## config.mk

```make
export PLATFORM = sky130hd
export DESIGN_NAME = cipr_regs
export DESIGN_NICKNAME = d
export VERILOG_FILES = /design/src/core/cipr_pkg.sv /design/src/core/cipr_regs.sv /design/src/core/cipr_flag_cell.sv /design/src/core/cipr_watchdog.sv
export VERILOG_INCLUDE_DIRS = /design/src /design/src/core
export SDC_FILE = /design/constraint.sdc
export NUM_CORES = 1
export LEC_CHECK = 0
export BUFFER_PORTS_ARGS = -buffer_cell sky130_fd_sc_hd__buf_2
export CELL_PAD_IN_SITES_DETAIL_PLACEMENT = 0
export CELL_PAD_IN_SITES_GLOBAL_PLACEMENT = 1
export CORE_MARGIN = 2
export CORE_UTILIZATION = 47
export DETAILED_ROUTE_END_ITERATION = 12
export HOLD_SLACK_MARGIN = 0.1
export PLACE_DENSITY_LB_ADDON = 0.1
export RECOVER_POWER = 100
export SLEW_MARGIN = 30
export SYNTH_ARGS = -nofsm -noshare
export SYNTH_HDL_FRONTEND = slang
export SYNTH_SLANG_ARGS = --single-unit
```

## constraint.sdc

```tcl
create_clock -name clk -period 6.8 [get_ports clk]
set_input_delay 1.02 -clock clk [delete_from_list [all_inputs] [get_ports clk]]
set_output_delay 1.02 -clock clk [all_outputs]
set_load 0.1 [all_outputs]
```

## src/core/cipr_defs.svh

```systemverilog
/*
 Register offsets, field positions, reset values and timing counts of the
 charger interrupt and protection register bank.
 Assumes inclusion by bare name from the package and the modules.
*/
`ifndef CIPR_DEFS_SVH
`define CIPR_DEFS_SVH

// ----------------------------------------
// Register offsets
// ----------------------------------------
`define CIPR_OFS_MASK_A 8'h01
`define CIPR_OFS_MASK_B 8'h02
`define CIPR_OFS_FLAGS_A 8'h03
`define CIPR_OFS_FLAGS_B 8'h04
`define CIPR_OFS_PROT_EN 8'h05
`define CIPR_OFS_SW_CTRL 8'h06
`define CIPR_OFS_CONV_CTRL 8'h07

// ----------------------------------------
// Reset values
// ----------------------------------------
`define CIPR_RST_MASK_A 8'h00
`define CIPR_RST_MASK_B 8'h00
`define CIPR_RST_FLAGS 8'h00
`define CIPR_RST_PROT_EN 8'hFE
`define CIPR_RST_SW_CTRL 8'h28
`define CIPR_RST_CONV_CTRL 8'h87

// ----------------------------------------
// Writable bits per register
// ----------------------------------------
`define CIPR_WMASK_MASK_B 8'h7F
`define CIPR_WMASK_FLAGS_B 8'h7F
`define CIPR_WMASK_CONV_CTRL 8'h8F

// ----------------------------------------
// Field positions
// ----------------------------------------
`define CIPR_SW_DROP_OV_EN 7
`define CIPR_SW_DROP_ALM_EN 6
`define CIPR_SW_SHUNT_SEL 5
`define CIPR_SW_PASS_EN 4
`define CIPR_SW_WDT_HI 3
`define CIPR_SW_WDT_LO 2
`define CIPR_SW_RCB_SEL 1
`define CIPR_SW_SOFT_RST 0
`define CIPR_CC_DIE_TEMP_EN 7
`define CIPR_CC_ADC_EN 3
`define CIPR_CC_CONT_MODE 2
`define CIPR_PE_PULLDOWN 0
`define CIPR_PE_CONN_OT_EN 2
`define CIPR_PE_BATT_OT_EN 1

// ----------------------------------------
// Timing
// ----------------------------------------
`define CIPR_CLK_HZ 20000000
`define CIPR_WDT_UNIT_MS 500
`define CIPR_RCB_LOW_MA 100
`define CIPR_RCB_HIGH_MA 3000

`endif

```

## src/core/cipr_pkg.sv

```systemverilog
/*
 Types of the charger interrupt and protection register bank.
 Assumes cipr_defs.svh is on the include path.
*/
`include "cipr_defs.svh"

package cipr_pkg;
  // Watchdog period codes
  typedef enum logic [1:0] {
    CIPR_WDT_OFF = 2'b00,
    CIPR_WDT_HALF = 2'b01,
    CIPR_WDT_ONE = 2'b10,
    CIPR_WDT_TWO = 2'b11
  } cipr_wdt_type;

  // Watchdog timer states
  typedef enum logic [1:0] {
    CIPR_WS_IDLE = 2'b00,
    CIPR_WS_RUN = 2'b01,
    CIPR_WS_FIRE = 2'b10
  } cipr_wstate_type;
endpackage

```

## src/core/cipr_regs.sv

```systemverilog
/*
 Interrupt mask, read-to-clear flag, protection enable, switch control and
 converter control registers of a direct battery-charging switch.
 Assumes a register port (address, write strobe, read strobe, data) driven
 by the serial slave, and comparator/loop status levels synchronous to clk.
*/
// Functional notes
// [RULE1] All fields default on reset, soft reset, watchdog
// [RULE2] Flags set by event, held, cleared by read
// [RULE3] Conversion-done flag only in single-shot mode
// [RULE4] Over-temperature flags need thermistor channel enabled
// [RULE5] Insertion flags on both edges, ADC enabled
// [RULE6] Regulation flags set while loop limits switch
// [RULE7] Separate fault flags for each protection fault
// [RULE8] Reverse-current flag above selected threshold
// [RULE9] Reverse threshold: 0 is 100 mA, else 3000
// [RULE10] Protection enables default all on except pull-down
// [RULE11] Pull-down enable connects input pull-down, default 0
// [RULE12] Drop overvoltage opens switch after deglitch when enabled
// [RULE13] Drop alarm flags host without opening switch
// [RULE14] Host programs shunt select to match resistor
// [RULE15] Pass enable self-clears on fault except undervoltage
// [RULE16] Watchdog off, 0.5, 1.0, 2.0 s; default 10
// [RULE17] Writing 1 to soft reset defaults; self-clears
// [RULE18] Die temperature measurement enable defaults to 1
// [RULE19] Converter master enable default 0; mode default 1
// [RULE20] Reserved bits ignore writes, read 0
// [RULE21] Mode bit: 0 single conversion, 1 continuous
// [RULE22] Interrupt low while any unmasked flag set
`timescale 1ns/1ps
`include "cipr_defs.svh"

module cipr_regs #(
  parameter int unsigned WDT_UNIT_CYCLES = `CIPR_CLK_HZ / 1000 * `CIPR_WDT_UNIT_MS // Half second
) (
  input wire logic clk, // System clock, 20 MHz
  input wire logic resetn, // Async reset, low
  input wire logic [7:0] reg_addr, // Register address
  input wire logic reg_wr, // Write strobe, one cycle
  input wire logic [7:0] reg_wdata, // Write data
  input wire logic reg_rd, // Read strobe, one cycle
  output logic [7:0] reg_rdata_ff, // Read data
  input wire logic input_ov_det, // Input overvoltage comparator
  input wire logic input_cc_act, // Input current loop limiting
  input wire logic batt_cv_act, // Battery voltage loop limiting
  input wire logic batt_cc_act, // Battery current loop limiting
  input wire logic output_cv_act, // Output voltage loop limiting
  input wire logic conn_hot, // Connector thermistor over limit
  input wire logic batt_hot, // Battery thermistor over limit
  input wire logic reverse_det, // Reverse current over selected limit
  input wire logic conv_done, // Converter finished a conversion
  input wire logic drop_alarm_det, // Drop over alarm threshold
  input wire logic drop_ov_det, // Drop over limit past deglitch
  input wire logic input_insert_cmp, // Input presence comparator
  input wire logic batt_insert_cmp, // Battery presence comparator
  input wire logic die_hot, // Die over shutdown limit
  input wire logic input_oc_det, // Input overcurrent fault
  input wire logic uvlo_open, // Switch opened by undervoltage
  input wire logic conn_chan_en, // Connector thermistor channel on
  input wire logic batt_chan_en, // Battery thermistor channel on
  output logic irq_n_o, // Interrupt pin drive value
  output logic irq_n_oe, // Interrupt pin enable, high drives low
  output logic switch_close, // Close pass switch
  output logic pulldown_on, // Input pull-down connect
  output logic [7:0] prot_enables, // Protection enables
  output logic shunt_value_sel, // Sense resistor select
  output logic reverse_threshold_sel, // Reverse threshold select
  output logic [15:0] reverse_limit_ma, // Reverse threshold in mA
  output logic die_temp_meas_enable, // Die temperature measured
  output logic adc_enable, // Converter master enable
  output logic adc_continuous // Continuous conversion mode
);
  logic [7:0] mask_a_ff, mask_b_ff, prot_en_ff, sw_ctrl_ff, conv_ctrl_ff;
  logic [7:0] nxt_mask_a, nxt_mask_b, nxt_prot_en, nxt_sw_ctrl, nxt_conv_ctrl, nxt_rdata;
  logic ins_in_ff, ins_bat_ff, nxt_ins_in, nxt_ins_bat;
  logic soft_rst, wdt_expire, fault_open, drop_ov_fault, drop_alarm_ev;
  logic [7:0] flags_a_ff, flags_b_ff, evt_a, evt_b;

  function automatic logic hit(input logic [7:0] a, input logic [7:0] ofs);
    hit = (a == ofs);
  endfunction

  // ----------------------------------------
  // Event gating
  // ----------------------------------------
  // [RULE12] Drop fault when enabled
  assign drop_ov_fault = drop_ov_det & sw_ctrl_ff[`CIPR_SW_DROP_OV_EN];
  // [RULE13] Alarm flags only
  assign drop_alarm_ev = drop_alarm_det & sw_ctrl_ff[`CIPR_SW_DROP_ALM_EN];

  always_comb
  begin
    // Input overvoltage event, then [RULE6] regulation loop events
    evt_a[7] = input_ov_det;
    evt_a[6] = input_cc_act;
    evt_a[5] = batt_cv_act;
    evt_a[4] = batt_cc_act;
    evt_a[3] = output_cv_act;
    // [RULE4] Channel gates over-temperature
    evt_a[2] = conn_hot & conn_chan_en;
    evt_a[1] = batt_hot & batt_chan_en;
    // [RULE8] Reverse current event
    evt_a[0] = reverse_det;
    evt_b[7] = 1'b0;
    // [RULE3] Single-shot only
    evt_b[6] = conv_done & ~conv_ctrl_ff[`CIPR_CC_CONT_MODE];
    // [RULE7] Separate fault events
    evt_b[5] = drop_alarm_ev;
    evt_b[4] = drop_ov_fault;
    // [RULE5] Either edge, converter on
    evt_b[3] = adc_enable & (input_insert_cmp ^ ins_in_ff);
    evt_b[2] = adc_enable & (batt_insert_cmp ^ ins_bat_ff);
    evt_b[1] = die_hot;
    evt_b[0] = input_oc_det;
  end

  // Faults that open the switch; undervoltage deliberately excluded
  assign fault_open = input_ov_det | die_hot | input_oc_det | drop_ov_fault | reverse_det
    | evt_a[2] | evt_a[1];

  // ----------------------------------------
  // Flag registers and watchdog
  // ----------------------------------------
  // [RULE2] Read clears flags
  cipr_flag_cell u_flags_a (
    .clk(clk),
    .resetn(resetn),
    .soft_clr(soft_rst),
    .evt(evt_a),
    .rd_clr(reg_rd & hit(reg_addr, `CIPR_OFS_FLAGS_A)),
    .flags_ff(flags_a_ff)
  );

  cipr_flag_cell u_flags_b (
    .clk(clk),
    .resetn(resetn),
    .soft_clr(soft_rst),
    .evt(evt_b & `CIPR_WMASK_FLAGS_B),
    .rd_clr(reg_rd & hit(reg_addr, `CIPR_OFS_FLAGS_B)),
    .flags_ff(flags_b_ff)
  );

  // [RULE16] Period from switch control
  cipr_watchdog #(.UNIT_CYCLES(WDT_UNIT_CYCLES)) u_wdt (
    .clk(clk),
    .resetn(resetn),
    .kick(reg_wr | reg_rd),
    .period(sw_ctrl_ff[`CIPR_SW_WDT_HI:`CIPR_SW_WDT_LO]),
    .expire(wdt_expire)
  );

  // [RULE17] Self-clearing soft reset
  assign soft_rst = sw_ctrl_ff[`CIPR_SW_SOFT_RST] | wdt_expire;

  // ----------------------------------------
  // Control registers
  // ----------------------------------------
  always_comb
  begin
    nxt_mask_a = mask_a_ff;
    nxt_mask_b = mask_b_ff;
    nxt_prot_en = prot_en_ff;
    nxt_sw_ctrl = sw_ctrl_ff;
    nxt_conv_ctrl = conv_ctrl_ff;
    nxt_ins_in = input_insert_cmp;
    nxt_ins_bat = batt_insert_cmp;
    // [RULE1] Soft reset and watchdog default all
    if (soft_rst)
    begin
      nxt_mask_a = `CIPR_RST_MASK_A;
      nxt_mask_b = `CIPR_RST_MASK_B;
      nxt_prot_en = `CIPR_RST_PROT_EN;
      nxt_sw_ctrl = `CIPR_RST_SW_CTRL;
      nxt_conv_ctrl = `CIPR_RST_CONV_CTRL;
    end
    else
    begin
      if (reg_wr)
      begin
        if (hit(reg_addr, `CIPR_OFS_MASK_A))
        begin
          nxt_mask_a = reg_wdata;
        end
        // [RULE20] Reserved bits stay zero
        if (hit(reg_addr, `CIPR_OFS_MASK_B))
        begin
          nxt_mask_b = reg_wdata & `CIPR_WMASK_MASK_B;
        end
        if (hit(reg_addr, `CIPR_OFS_PROT_EN))
        begin
          nxt_prot_en = reg_wdata;
        end
        if (hit(reg_addr, `CIPR_OFS_SW_CTRL))
        begin
          nxt_sw_ctrl = reg_wdata;
        end
        if (hit(reg_addr, `CIPR_OFS_CONV_CTRL))
        begin
          nxt_conv_ctrl = reg_wdata & `CIPR_WMASK_CONV_CTRL;
        end
      end
      // [RULE15] Fault opens, enable drops
      if (fault_open && !uvlo_open)
      begin
        nxt_sw_ctrl[`CIPR_SW_PASS_EN] = 1'b0;
      end
    end
  end

  always_ff @(posedge clk or negedge resetn)
  begin
    if (!resetn)
    begin
      mask_a_ff <= `CIPR_RST_MASK_A;
      mask_b_ff <= `CIPR_RST_MASK_B;
      // [RULE10] All on except pull-down
      prot_en_ff <= `CIPR_RST_PROT_EN;
      sw_ctrl_ff <= `CIPR_RST_SW_CTRL;
      conv_ctrl_ff <= `CIPR_RST_CONV_CTRL;
      ins_in_ff <= 1'b0;
      ins_bat_ff <= 1'b0;
    end
    else
    begin
      mask_a_ff <= nxt_mask_a;
      mask_b_ff <= nxt_mask_b;
      prot_en_ff <= nxt_prot_en;
      sw_ctrl_ff <= nxt_sw_ctrl;
      conv_ctrl_ff <= nxt_conv_ctrl;
      ins_in_ff <= nxt_ins_in;
      ins_bat_ff <= nxt_ins_bat;
    end
  end

  // ----------------------------------------
  // Read port
  // ----------------------------------------
  always_comb
  begin
    nxt_rdata = reg_rdata_ff;
    if (reg_rd)
    begin
      case (reg_addr)
        `CIPR_OFS_MASK_A: nxt_rdata = mask_a_ff;
        `CIPR_OFS_MASK_B: nxt_rdata = mask_b_ff;
        `CIPR_OFS_FLAGS_A: nxt_rdata = flags_a_ff;
        `CIPR_OFS_FLAGS_B: nxt_rdata = flags_b_ff;
        `CIPR_OFS_PROT_EN: nxt_rdata = prot_en_ff;
        // Soft reset bit never visible set
        `CIPR_OFS_SW_CTRL: nxt_rdata = sw_ctrl_ff & 8'hFE;
        `CIPR_OFS_CONV_CTRL: nxt_rdata = conv_ctrl_ff;
        default: nxt_rdata = 8'h00;
      endcase
    end
  end

  always_ff @(posedge clk or negedge resetn)
  begin
    if (!resetn)
    begin
      reg_rdata_ff <= 8'h00;
    end
    else
    begin
      reg_rdata_ff <= nxt_rdata;
    end
  end

  // ----------------------------------------
  // Outputs
  // ----------------------------------------
  // [RULE22] Unmasked flag pulls low
  assign irq_n_oe = |((flags_a_ff & ~mask_a_ff) | (flags_b_ff & ~mask_b_ff));
  assign irq_n_o = 1'b0;
  assign switch_close = sw_ctrl_ff[`CIPR_SW_PASS_EN];
  // [RULE11] Pull-down connect
  assign pulldown_on = prot_en_ff[`CIPR_PE_PULLDOWN];
  assign prot_enables = prot_en_ff;
  // [RULE14] Shunt select passed through
  assign shunt_value_sel = sw_ctrl_ff[`CIPR_SW_SHUNT_SEL];
  assign reverse_threshold_sel = sw_ctrl_ff[`CIPR_SW_RCB_SEL];
  // [RULE9] Threshold in mA
  assign reverse_limit_ma = reverse_threshold_sel ? 16'(`CIPR_RCB_HIGH_MA)
    : 16'(`CIPR_RCB_LOW_MA);
  // [RULE18] Die temperature measured
  assign die_temp_meas_enable = conv_ctrl_ff[`CIPR_CC_DIE_TEMP_EN];
  // [RULE19] Converter enable and mode
  assign adc_enable = conv_ctrl_ff[`CIPR_CC_ADC_EN];
  // [RULE21] One means continuous
  assign adc_continuous = conv_ctrl_ff[`CIPR_CC_CONT_MODE];

  // ----------------------------------------
  // Checks
  // ----------------------------------------
  AST_SOFT_RST_DEFAULTS: assert property (@(posedge clk) disable iff (!resetn) // [RULE1]
    soft_rst |=> (prot_en_ff == `CIPR_RST_PROT_EN && mask_a_ff == 8'h00
      && conv_ctrl_ff == `CIPR_RST_CONV_CTRL))
    else $error("soft reset did not restore defaults");
  AST_FLAG_HOLD: assert property (@(posedge clk) disable iff (!resetn) // [RULE2]
    (flags_a_ff[0] && !reg_rd && !soft_rst) |=> flags_a_ff[0])
    else $error("flag dropped without read");
  AST_READ_CLEARS: assert property (@(posedge clk) disable iff (!resetn) // [RULE2]
    (reg_rd && reg_addr == `CIPR_OFS_FLAGS_A && evt_a == 8'h00) |=> flags_a_ff == 8'h00)
    else $error("read did not clear flags");
  AST_DONE_CONT: assert property (@(posedge clk) disable iff (!resetn) // [RULE3]
    (adc_continuous && $stable(adc_continuous) && !flags_b_ff[6]) |=> !flags_b_ff[6]
      || $past(conv_ctrl_ff[`CIPR_CC_CONT_MODE]) == 1'b0)
    else $error("done flag set in continuous mode");
  AST_OT_GATED: assert property (@(posedge clk) disable iff (!resetn) // [RULE4]
    (!conn_chan_en && !flags_a_ff[2] && !soft_rst) |=> !flags_a_ff[2])
    else $error("over-temperature flag without channel");
  AST_INSERT_EDGE: assert property (@(posedge clk) disable iff (!resetn) // [RULE5]
    (adc_enable && input_insert_cmp != ins_in_ff && !soft_rst) |=> flags_b_ff[3])
    else $error("insertion edge not flagged");
  AST_PASS_CLEAR: assert property (@(posedge clk) disable iff (!resetn) // [RULE15]
    (fault_open && !uvlo_open) |=> !switch_close)
    else $error("pass enable kept after fault");
  AST_SOFT_SELF_CLEAR: assert property (@(posedge clk) disable iff (!resetn) // [RULE17]
    sw_ctrl_ff[`CIPR_SW_SOFT_RST] |=> !sw_ctrl_ff[`CIPR_SW_SOFT_RST])
    else $error("soft reset bit stuck");
  AST_RSVD_ZERO: assert property (@(posedge clk) disable iff (!resetn) // [RULE20]
    (mask_b_ff[7] == 1'b0 && conv_ctrl_ff[6:4] == 3'b000))
    else $error("reserved bit set");
  AST_IRQ_LEVEL: assert property (@(posedge clk) disable iff (!resetn) // [RULE22]
    (flags_b_ff[1] && !mask_b_ff[1]) |-> irq_n_oe)
    else $error("unmasked flag not signalled");
  COV_FAULT_OPEN: cover property (@(posedge clk) disable iff (!resetn)
    switch_close ##1 !switch_close);
  COV_READ_CLEAR: cover property (@(posedge clk) disable iff (!resetn)
    flags_b_ff[0] ##1 (reg_rd && reg_addr == `CIPR_OFS_FLAGS_B));
  COV_SOFT_RST: cover property (@(posedge clk) disable iff (!resetn) soft_rst);
  COV_WDT: cover property (@(posedge clk) disable iff (!resetn) wdt_expire);
endmodule

```

## src/core/cipr_flag_cell.sv

```systemverilog
/*
 One eight-bit read-to-clear flag register.
 Assumes events are pulses or levels sync to clk; the read strobe is one cycle.
*/
`timescale 1ns/1ps
`include "cipr_defs.svh"

module cipr_flag_cell (
  input wire logic clk, // System clock
  input wire logic resetn, // Async reset, low
  input wire logic soft_clr, // Return to default
  input wire logic [7:0] evt, // Hardware set requests
  input wire logic rd_clr, // Register read strobe
  output logic [7:0] flags_ff // Sticky flags
);
  logic [7:0] nxt_flags;

  // Set wins over the clearing read so no event is lost
  always_comb
  begin
    nxt_flags = flags_ff;
    if (soft_clr)
    begin
      nxt_flags = `CIPR_RST_FLAGS;
    end
    else
    begin
      if (rd_clr)
      begin
        nxt_flags = `CIPR_RST_FLAGS;
      end
      nxt_flags = nxt_flags | evt;
    end
  end

  always_ff @(posedge clk or negedge resetn)
  begin
    if (!resetn)
    begin
      flags_ff <= 8'h00;
    end
    else
    begin
      flags_ff <= nxt_flags;
    end
  end
endmodule

```

## src/core/cipr_watchdog.sv

```systemverilog
/*
 Register watchdog: restarts on each host access, fires after the period.
 Assumes one clk domain; period code from the switch control register.
*/
`timescale 1ns/1ps
`include "cipr_defs.svh"

module cipr_watchdog #(
  parameter int unsigned UNIT_CYCLES = `CIPR_CLK_HZ / 1000 * `CIPR_WDT_UNIT_MS
) (
  input wire logic clk, // System clock
  input wire logic resetn, // Async reset, low
  input wire logic kick, // Host access restarts count
  input wire logic [1:0] period, // Period code
  output logic expire // One-cycle expiry pulse
);
  cipr_pkg::cipr_wstate_type state_ff;
  cipr_pkg::cipr_wstate_type nxt_state;
  logic [26:0] cnt_ff;
  logic [26:0] nxt_cnt;
  logic [26:0] limit;

  function automatic logic [26:0] wdt_limit(input logic [1:0] code);
    case (code)
      2'b01: wdt_limit = 27'(UNIT_CYCLES - 1);
      2'b10: wdt_limit = 27'(2 * UNIT_CYCLES - 1);
      default: wdt_limit = 27'(4 * UNIT_CYCLES - 1);
    endcase
  endfunction

  assign limit = wdt_limit(period);
  assign expire = (state_ff == cipr_pkg::CIPR_WS_FIRE);

  always_comb
  begin
    nxt_state = state_ff;
    nxt_cnt = cnt_ff;
    case (state_ff)
      cipr_pkg::CIPR_WS_IDLE:
      begin
        nxt_cnt = 27'h0;
        if (period != cipr_pkg::CIPR_WDT_OFF)
        begin
          nxt_state = cipr_pkg::CIPR_WS_RUN;
        end
      end
      cipr_pkg::CIPR_WS_RUN:
      begin
        if (period == cipr_pkg::CIPR_WDT_OFF || kick)
        begin
          nxt_cnt = 27'h0;
          if (period == cipr_pkg::CIPR_WDT_OFF)
          begin
            nxt_state = cipr_pkg::CIPR_WS_IDLE;
          end
        end
        else if (cnt_ff >= limit)
        begin
          nxt_state = cipr_pkg::CIPR_WS_FIRE;
        end
        else
        begin
          nxt_cnt = cnt_ff + 27'h1;
        end
      end
      default:
      begin
        nxt_state = cipr_pkg::CIPR_WS_IDLE;
        nxt_cnt = 27'h0;
      end
    endcase
  end

  always_ff @(posedge clk or negedge resetn)
  begin
    if (!resetn)
    begin
      state_ff <= cipr_pkg::CIPR_WS_IDLE;
      cnt_ff <= 27'h0;
    end
    else
    begin
      state_ff <= nxt_state;
      cnt_ff <= nxt_cnt;
    end
  end

  AST_WDT_PULSE_ONE: assert property (@(posedge clk) disable iff (!resetn)
    expire |=> !expire)
    else $error("watchdog expiry longer than one cycle");
endmodule

```

==> results.cfg, run 1 <==
[synthesis]
yosysSeqAreaShare = 0.445
netlist_area_um2 = 5100
yosysWarnings = 0
synth_edf_count = 0
syn_avg_cell_area_um2 = 9.45
async_flop_share = 1.00
ys_ff_latch = 90
ys_types = 60
synthFlopType = dfrtp_1
synthCells = 540

[timing]
fin_skew_ns = 0.0101
rsz0062_at_grt = false
relSlewSlack = -0.682
period_share = 0.648
timing.hold.ws_ns = 0.525
fmax_mhz = 227
setup_tns_ns = 0
hold_viol = 0
setup_violations = 0
min_period_ns = 4.41
drv_slew = 78
worst_pin_slew_ns = 2.51

[clock_network]
clk_latency_ns = 0.37
cts_buffers = 9
cts.hold.buffers_added = 0
clockBufferDepth = 2
cts-root-buf = clkbuf_8
h-tree-depth = 3
cts.repair.resized = 0
clk_pin_slew_ns = 0.09
cts_tree = built
cts_sinks = 90
postCtsSetupRepairBufs = 0

[die]
dieArea_um2 = 11700
row_count = 38
floorplan.initialDensity = 0.477
die_h_um = 108
core_area_um2 = 10700
dieWidth_um = 108
io_pins = 79

[final_layout]
final_cell_mix = 77 x dfrtp_1, 64 x nor2_1, 44 x nand2_1
fillers = 1055
postLayoutCoreUtil = 0.520
drive_gt1_frac = 0.124
nNetsFinal = 655
stdcell_count = 739
stdcell_area_um2 = 5560
area_growth_pct = 8.95
antenna_cells = 0
layout_commonest_cell = dfrtp_1

[grt]
grt_pass1_wl_um = 21300
grt_max_degree = 57
antenna_found_initial = 0
grt.overflow.total = 0
grt_pass1_vias = 4027
grt_usage = 0.236

[outcome]
violations = capacitance limit, slew limit
status = complete, but fails checks

[critical_path]
critPathCapture = u_wdt.cnt_ff[4]
cp-start-kind = register
worstPathRequired_ns = 7.10
end_kind = register
path_class = register to register
rr_endpoint = u_wdt.cnt_ff[4]
crit_path_start = sw_ctrl_ff[3]
ff2ff_setup_slack_ns = 2.39
path_max_fanout = 41
cp.arrival_ns = 4.71
worstReg2RegStart = sw_ctrl_ff[3]
r2r_cells = 9

[detailed_routing]
wirelength_um = 13000
drtAntennaViolNets = 0
detail_route.iter0.violations = 315
dr.pass1.iters = 5
via_count = 4202
route.detailed.drc = 0
vias_per_cell = 5.69
wire_per_inst_um = 17.5

[power]
p_per_area_nw_per_um2 = 204
ir_drop_uv = 117
power.leakage_uw = 0.00250

[job]
maxCapViolations = 2

[placed_design]
postPlaceCellArea_um2 = 5470
port_buffers = 69
place_inst = 723
gp_congestion = 0.823
place_hpwl_um = 9340

[hold_path]
holdCritPathClass = register to register
-- registers in the layout, summed over array words and instances (netlist names) --
| name | cells |
|---|---|
| mask_a_ff | 8 |
| u_wdt.state_ff | 2 |
| reg_rdata_ff | 8 |
| mask_b_ff | 7 |
| u_flags_a.flags_ff | 8 |
| prot_enables | 8 |
| sw_ctrl_ff | 8 |
| ins_bat_ff | 1 |
| u_wdt.cnt_ff | 27 |
| conv_ctrl_ff | 5 |
| ins_in_ff | 1 |
| u_flags_b.flags_ff | 7 |
-- metal layers --
metal / global-route usage / vias up / part of all wire
li1: - / 2024 / -
met1: 0.379 / 2015 / 0.52
met2: 0.324 / 148 / 0.40
met3: 0.0313 / 15 / 0.066
met4: 0.0788 / 0 / 0.013
met5: 0 / - / 0
-- stage by stage --
stage | setup slack, ns | total power [uW]
2_1_floorplan | 3.60 | 740
3_3_place_gp | 3.63 | 791
3_5_place_dp | 3.46 | 794
4_1_cts | 3.45 | 1140
5_1_grt | 1.87 | 1190
6_report | 2.39 | 1130
-- Yosys cell counts, drive strengths merged (13+ instances only) --
master / count / area share
mux2i: 36 / 0.071
nor2: 64 / 0.051
dfstp: 13 / 0.067
a21oi: 40 / 0.039
buf: 25 / 0.033
o22ai: 15 / 0.018
o21ai: 19 / 0.019
ha: 23 / 0.056
dfrtp: 77 / 0.38
or4: 14 / 0.021
nand2: 44 / 0.032
inv: 31 / 0.023
o31ai: 14 / 0.023
nand3: 25 / 0.026
-- critical path, cell delays in order, from the launching register on --
cell and delay (ns):
dfstp_1 0.56, inv_1 0.10, ha_1 0.40, ha_1 0.34, nand3_1 0.08, o31ai_1 0.26
a211oi_1 0.14, o211ai_1 1.91, o21ai_0 0.30, a21oi_1 0.22
-- cell type report --
type                    count  area, um^2  area share
multi-input cells         388        2480       0.445
flip-flops and latches     90        2270       0.408
clock buffers              11         151      0.0272
well taps                 140         175      0.0315
repair buffers             73         332      0.0596
inverters                  32         120      0.0216
clock inverters             5        36.3     0.00653
-- cells by family after synthesis --
family / share of synthesized area
AO/OA/AOI/OAI: 0.150
AND/OR/NAND/NOR: 0.186
adder cells (fa/ha/maj): 0.0564
XOR/XNOR: 0.0103
other: 0.00147
flip-flops: 0.445
buffers and inverters: 0.0655
multiplexers: 0.0861
-- worst min-delay path by stage --
stage	from	endpoint	slack, ns	depth (start not counted)
floorplan	u_flags_a.flags_ff[5]	u_flags_a.flags_ff[5]	0.48	2
global placement	u_flags_a.flags_ff[5]	u_flags_a.flags_ff[5]	0.50	2
detailed placement	conv_ctrl_ff[7]	conv_ctrl_ff[7]	0.51	2
CTS	conv_ctrl_ff[7]	conv_ctrl_ff[7]	0.53	2
global route	reg_rdata_ff[3]	reg_rdata_ff[3]	0.56	2
finish	conv_ctrl_ff[7]	conv_ctrl_ff[7]	0.53	2
-- power breakdown --
part / switching, uW / total [uW] / leakage [uW] / internal [uW]
Clock: 197 / 351 / 0.0000997 / 154
Sequential: 25.7 / 587 / 0.00113 / 562
Combinational: 146 / 194 / 0.00127 / 47.9
Total: 369 / 1130 / 0.00250 / 764
(Power assumes the default switching activity.)
==> inputs of run 2 (changes only) <==
- ABC_AREA: default -> 1
- CORE_UTILIZATION: 47 -> 42
- clock period: 6.8 -> 4.1 ns (I/O delays scaled with it)
==> results.cfg, run 2 <==
[grt]
grt_max_degree = 62
antenna_found_initial = 0
grt_usage = 0.248
grt_pass1_vias = 4958
grt.overflow.total = 0
grt_pass1_wl_um = 27600

[critical_path]
slowest_delay_ns = 0.54
cp.arrival_ns = 3.38
path_class = register to register
end_kind = register
critical_path.most_common_cell = nand2_1
cp-start-kind = register
crit_chain = inv_1 > ha_1 > inv_1 > ha_1 > nand2_1 > inv_1 > nand2_1 > nor2_2 > nand3_1 > nand2_1 > nor2_1 > nand3_2 > nand2_2 > inv_1 > nand2_1 > nand2_1
worstPathRequired_ns = 4.34
path_max_fanout = 22
slowest_stage = dfstp_1

[clock_network]
clockBufferDepth = 2
postCtsSetupRepairBufs = 0
cts-root-buf = clkbuf_16
h-tree-depth = 3
cts_tree = built
clk_latency_ns = 0.35
cts.repair.resized = 0
cts_sinks = 90
cts.hold.buffers_added = 0
cts_buffers = 9
clk_pin_slew_ns = 0.07

[outcome]
status = complete, but fails checks
violations = capacitance limit, slew limit

[timing]
period_share = 0.767
worst_slack_ns = 0.954
min_period_ns = 3.15
rsz0062_at_grt = false
setup_tns_ns = 0
drv_slew = 93
setup_violations = 0
relSlewSlack = -0.125
fmax_mhz = 318
fin_skew_ns = 0.0101
worst_pin_slew_ns = 1.69
hold_viol = 0

[job]
maxCapViolations = 2

[synthesis]
synth_compound_area_frac = 0.117
yosysWarnings = 0
synth_area_leaders = dfrtp_1 34%, nand2_1 16%, dfstp_2 6.0%, inv_1 5.3%, nor2_1 5.3%
yosys.area.top_type = dfrtp_1
synth_fa_ha_area_frac = 0.0506
synth_commonest_cells = 240 x nand2_1, 81 x inv_1, 81 x nor2_1
synthSimpleGateAreaFrac = 0.308
yosysSeqAreaShare = 0.399
synth_edf_count = 0
synthFlopType = dfrtp_1
netlist_area_um2 = 5690
synth_top_family_by_area = simple AND/OR/NAND/NOR gates
yosysMostFrequentCell = nand2_1
synth-xor-area-share = 0.0200
syn_avg_cell_area_um2 = 7.17
synthCells = 793
yosys.area.top_type_share = 0.339
async_flop_share = 1.00
muxShareOfSynthArea = 0.00176
ys_ff_latch = 90
ys_types = 37

[final_layout]
drive_gt1_frac = 0.105
largest_reg_flops = 27
nNetsFinal = 911
area_growth_pct = 11.0
top_register = u_wdt.cnt_ff
final_cell_mix = 240 x nand2_1, 83 x inv_1, 81 x nor2_1
layout_commonest_cell = nand2_1
antenna_cells = 0

[detailed_routing]
via_count = 5288
wire_per_inst_um = 16.7
dr.pass1.iters = 5
detail_route.iter0.violations = 493
route.detailed.drc = 0
drtAntennaViolNets = 0
vias_per_cell = 5.13
wirelength_um = 17200

[die]
core_area_um2 = 13200
row_count = 42
dieArea_um2 = 14500
die_h_um = 120
dieWidth_um = 120
floorplan.initialDensity = 0.430
io_pins = 79

[hold_path]
holdCritPathClass = input pin to register

[power]
ir_drop_uv = 233
p_per_area_nw_per_um2 = 397
power.leakage_uw = 0.00306

[placed_design]
port_buffers = 69
gp_congestion = 0.992
place_ws_ns = 1.11
place_hpwl_um = 12900
==> run 2: critical path, delay by kind of cell, from the launching register on <==
family / cells / cell delay [ns]
adders and majority gates: 2 / 0.75
buffers and inverters: 4 / 0.60
DFF: 1 / 0.54
and+or+nand+nor: 10 / 1.15
==> run 2: stage by stage <==
step | area (um^2) | std cells | util | total power (uW) | hold WS, ns
CTS | 6400 | 1031 | 0.484 | 2540 | 0.384
global route | 6310 | 1031 | 0.477 | 2630 | 0.395
detailed placement | 6090 | 1015 | 0.460 | 1670 | 0.460
floorplan | 5710 | 800 | - | 1520 | 0.319
global placement | 6090 | 1015 | 0.460 | 1660 | 0.456
finish | 6310 | 1031 | 0.477 | 2510 | 0.400
==> run 2: metal layers <==
| layer | part of all wire | GRT usage | vias to the layer above | wire [um] |
|---|---|---|---|---|
| met1 | 0.55 | 0.414 | 2434 | 9460 |
| met2 | 0.38 | 0.319 | 193 | 6510 |
| li1 | - | - | 2651 | - |
| met4 | 0.0063 | 0.0414 | 0 | 109 |
| met3 | 0.067 | 0.0571 | 10 | 1150 |
| met5 | 0 | 0 | - | 0 |
==> run 2: cells by family after synthesis <==
family          count (synthesis)
simple gates                  420
compound gates                117
mux                             1
flops                          90
fa+ha+maj                      23
other cells                     2
xor+xnor                       13
buf+inv                       127
==> run 2: layout make-up <==
cell class | instances | area, um^2
fill | 1418 | 6930
multi-input combinational | 583 | 2830
sequential | 90 | 2270
timing repair buffer | 76 | 344
inverter | 90 | 338
clock buffer | 9 | 225
tap | 176 | 220
clock inverter | 7 | 86.3
==> run 2: final timing paths <==
check | startpoint | cells past startpoint | to | slack [ns]
max | sw_ctrl_ff[3] | 16 | u_wdt.cnt_ff[22] | 0.95
min | batt_insert_cmp | 1 | ins_bat_ff | 0.40
max reg2reg | sw_ctrl_ff[3] | 16 | u_wdt.cnt_ff[22] | 0.95
min reg2reg | conv_ctrl_ff[0] | 2 | conv_ctrl_ff[0] | 0.47
max in group asynchronous | resetn | 2 | u_flags_b.flags_ff[3] | 1.15
min in group asynchronous | resetn | 1 | u_wdt.cnt_ff[20] | 0.66
==> run 2: report_power, final <==
part,leakage (uW),switching [uW],internal (uW),total (uW)
sequential,0.00113,59.0,972,1030
combinational,0.00177,492,116,609
clock,0.000154,381,484,866
total,0.00306,933,1570,2510
==> inputs of run 3 (changes only) <==
- clock period: 4.1 -> 3.1 ns (I/O delays scaled with it)
==> results.cfg, run 3 (synthesis results as in run 2) <==
[timing]
fin_skew_ns = 0.00725
min_period_ns = 2.71
drv_slew = 42
setup_tns_ns = 0
fmax_mhz = 369
relSlewSlack = -0.552
setup_violations = 0
period_share = 0.873
hold_viol = 0
rsz0062_at_grt = false
worst_pin_slew_ns = 2.33

[final_layout]
final_cell_mix = 240 x nand2_1, 82 x nor2_1, 81 x inv_1
largest_reg_flops = 27
drive_gt1_frac = 0.108
layout_commonest_cell = nand2_1
top_register = u_wdt.cnt_ff
antenna_cells = 0
nNetsFinal = 915
area_growth_pct = 11.5

[detailed_routing]
wl_met1_um = 8610
via_count = 5468
route.met2.wl_um = 6820
detail_route.iter0.violations = 479
wirelength_um = 17100
dr.pass1.iters = 5
route.detailed.drc = 0
wl_met3_um = 1500
wire_per_inst_um = 16.6
drtAntennaViolNets = 0
top_layer_used = met4
vias_per_cell = 5.28

[hold_path]
holdCritPathClass = input pin to register

[die]
dieArea_um2 = 14500
row_count = 42
floorplan.initialDensity = 0.430
die_h_um = 120
io_pins = 79
core_area_um2 = 13200
dieWidth_um = 120

[critical_path]
slowest_delay_ns = 0.55
worstReg2RegStart = sw_ctrl_ff[3]
path_depth = 15
r2r_cells = 15
rr_endpoint = u_wdt.cnt_ff[15]
crit_chain = inv_1 > ha_1 > inv_1 > ha_1 > nand2_1 > inv_1 > nand2_1 > nor2_1 > nand3_1 > nand2_1 > nor2_1 > nand3_2 > nand2_2 > buf_4 > o21ai_0
ff2ff_setup_slack_ns = 0.39
cp.arrival_ns = 2.94
cp.buffers_inverters = 4
worstPathRequired_ns = 3.33
path_delay_family = adder cells
cp-start-kind = register
path_max_fanout = 22
end_kind = register
critPathCapture = u_wdt.cnt_ff[15]
slowest_stage = dfstp_1
crit_path_start = sw_ctrl_ff[3]
path_class = register to register

[clock_network]
cts-root-buf = clkbuf_16
cts.hold.buffers_added = 0
cts.repair.resized = 0
cts_sinks = 90
clockBufferDepth = 2
h-tree-depth = 3
clk_latency_ns = 0.36
cts_buffers = 9
clk_pin_slew_ns = 0.07
cts_tree = built
postCtsSetupRepairBufs = 0

[grt]
grt_max_degree = 42
antenna_found_initial = 0
grt_pass1_wl_um = 27700
grt.overflow.total = 0
grt_usage = 0.248
grt_pass1_vias = 5184

[outcome]
violations = capacitance limit, slew limit
status = complete, but fails checks

[power]
ir_drop_uv = 281
finalPower_uw = 3360
p_per_area_nw_per_um2 = 530
power.leakage_uw = 0.00307

[placed_design]
gp_congestion = 0.930
port_buffers = 69
place_hpwl_um = 12900

[job]
maxCapViolations = 1
## run 3: cell types whose count changed in the layout (fill, tap and decap cells not counted), moves of 2 or more
cell     change
inv_1        -2
inv_8        +2
inv_2        +2
o21ai_2      -2
buf_4        +3
## run 3: per-stage QoR
step | setup WS, ns | util | cell area (um^2) | cells | hold WS [ns]
2_1_floorplan | 0.474 | - | 5710 | 800 | 0.169
3_3_place_gp | 0.524 | 0.462 | 6120 | 1019 | 0.455
3_5_place_dp | 0.371 | 0.462 | 6120 | 1019 | 0.459
4_1_cts | 0.362 | 0.487 | 6440 | 1035 | 0.120
5_1_grt | 0.119 | 0.479 | 6340 | 1035 | 0.248
6_report | 0.394 | 0.479 | 6340 | 1035 | 0.256
## run 3: routing by layer
| layer | vias to the layer above | global-route usage |
|---|---|---|
| li1 | 2663 | - |
| met1 | 2547 | 0.396 |
| met2 | 237 | 0.344 |
| met3 | 21 | 0.0387 |
| met4 | 0 | 0.0654 |
| met5 | - | 0 |
## run 3: how the worst min path moves through the flow
stage / startpoint / end / slack (ns) / depth (start not counted)
finish: input_insert_cmp / ins_in_ff / 0.26 / 1
global route: input_insert_cmp / ins_in_ff / 0.25 / 1
CTS: resetn / mask_a_ff[1] / 0.12 / 1
detailed placement: conv_ctrl_ff[0] / conv_ctrl_ff[0] / 0.46 / 2
global placement: conv_ctrl_ff[0] / conv_ctrl_ff[0] / 0.45 / 2
floorplan: resetn / conv_ctrl_ff[3] / 0.17 / 0
## run 3: worst reg2reg max path: stages, from the launching register on
cell and delay, ns:
dfstp_1 0.55, inv_1 0.09, ha_1 0.42, inv_1 0.12, ha_1 0.33, nand2_1 0.09, inv_1 0.04, nand2_1 0.07
nor2_1 0.06, nand3_1 0.07, nand2_1 0.05, nor2_1 0.16, nand3_2 0.09, nand2_2 0.09, buf_4 0.24, o21ai_0 0.12
## run 3: final cells by class
class	count	area [um^2]
clock buffers	9	225
clock inverters	7	95.1
fillers	1397	6900
inverters	90	338
multi-input cells	583	2830
flip-flops and latches	90	2270
well taps	176	220
repair buffers	80	370
## run 3: power breakdown
group | switching, uW | leakage [uW] | internal [uW]
registers | 83.6 | 0.00113 | 1290
logic | 652 | 0.00178 | 156
clock network | 535 | 0.000157 | 651
total | 1270 | 0.00307 | 2090
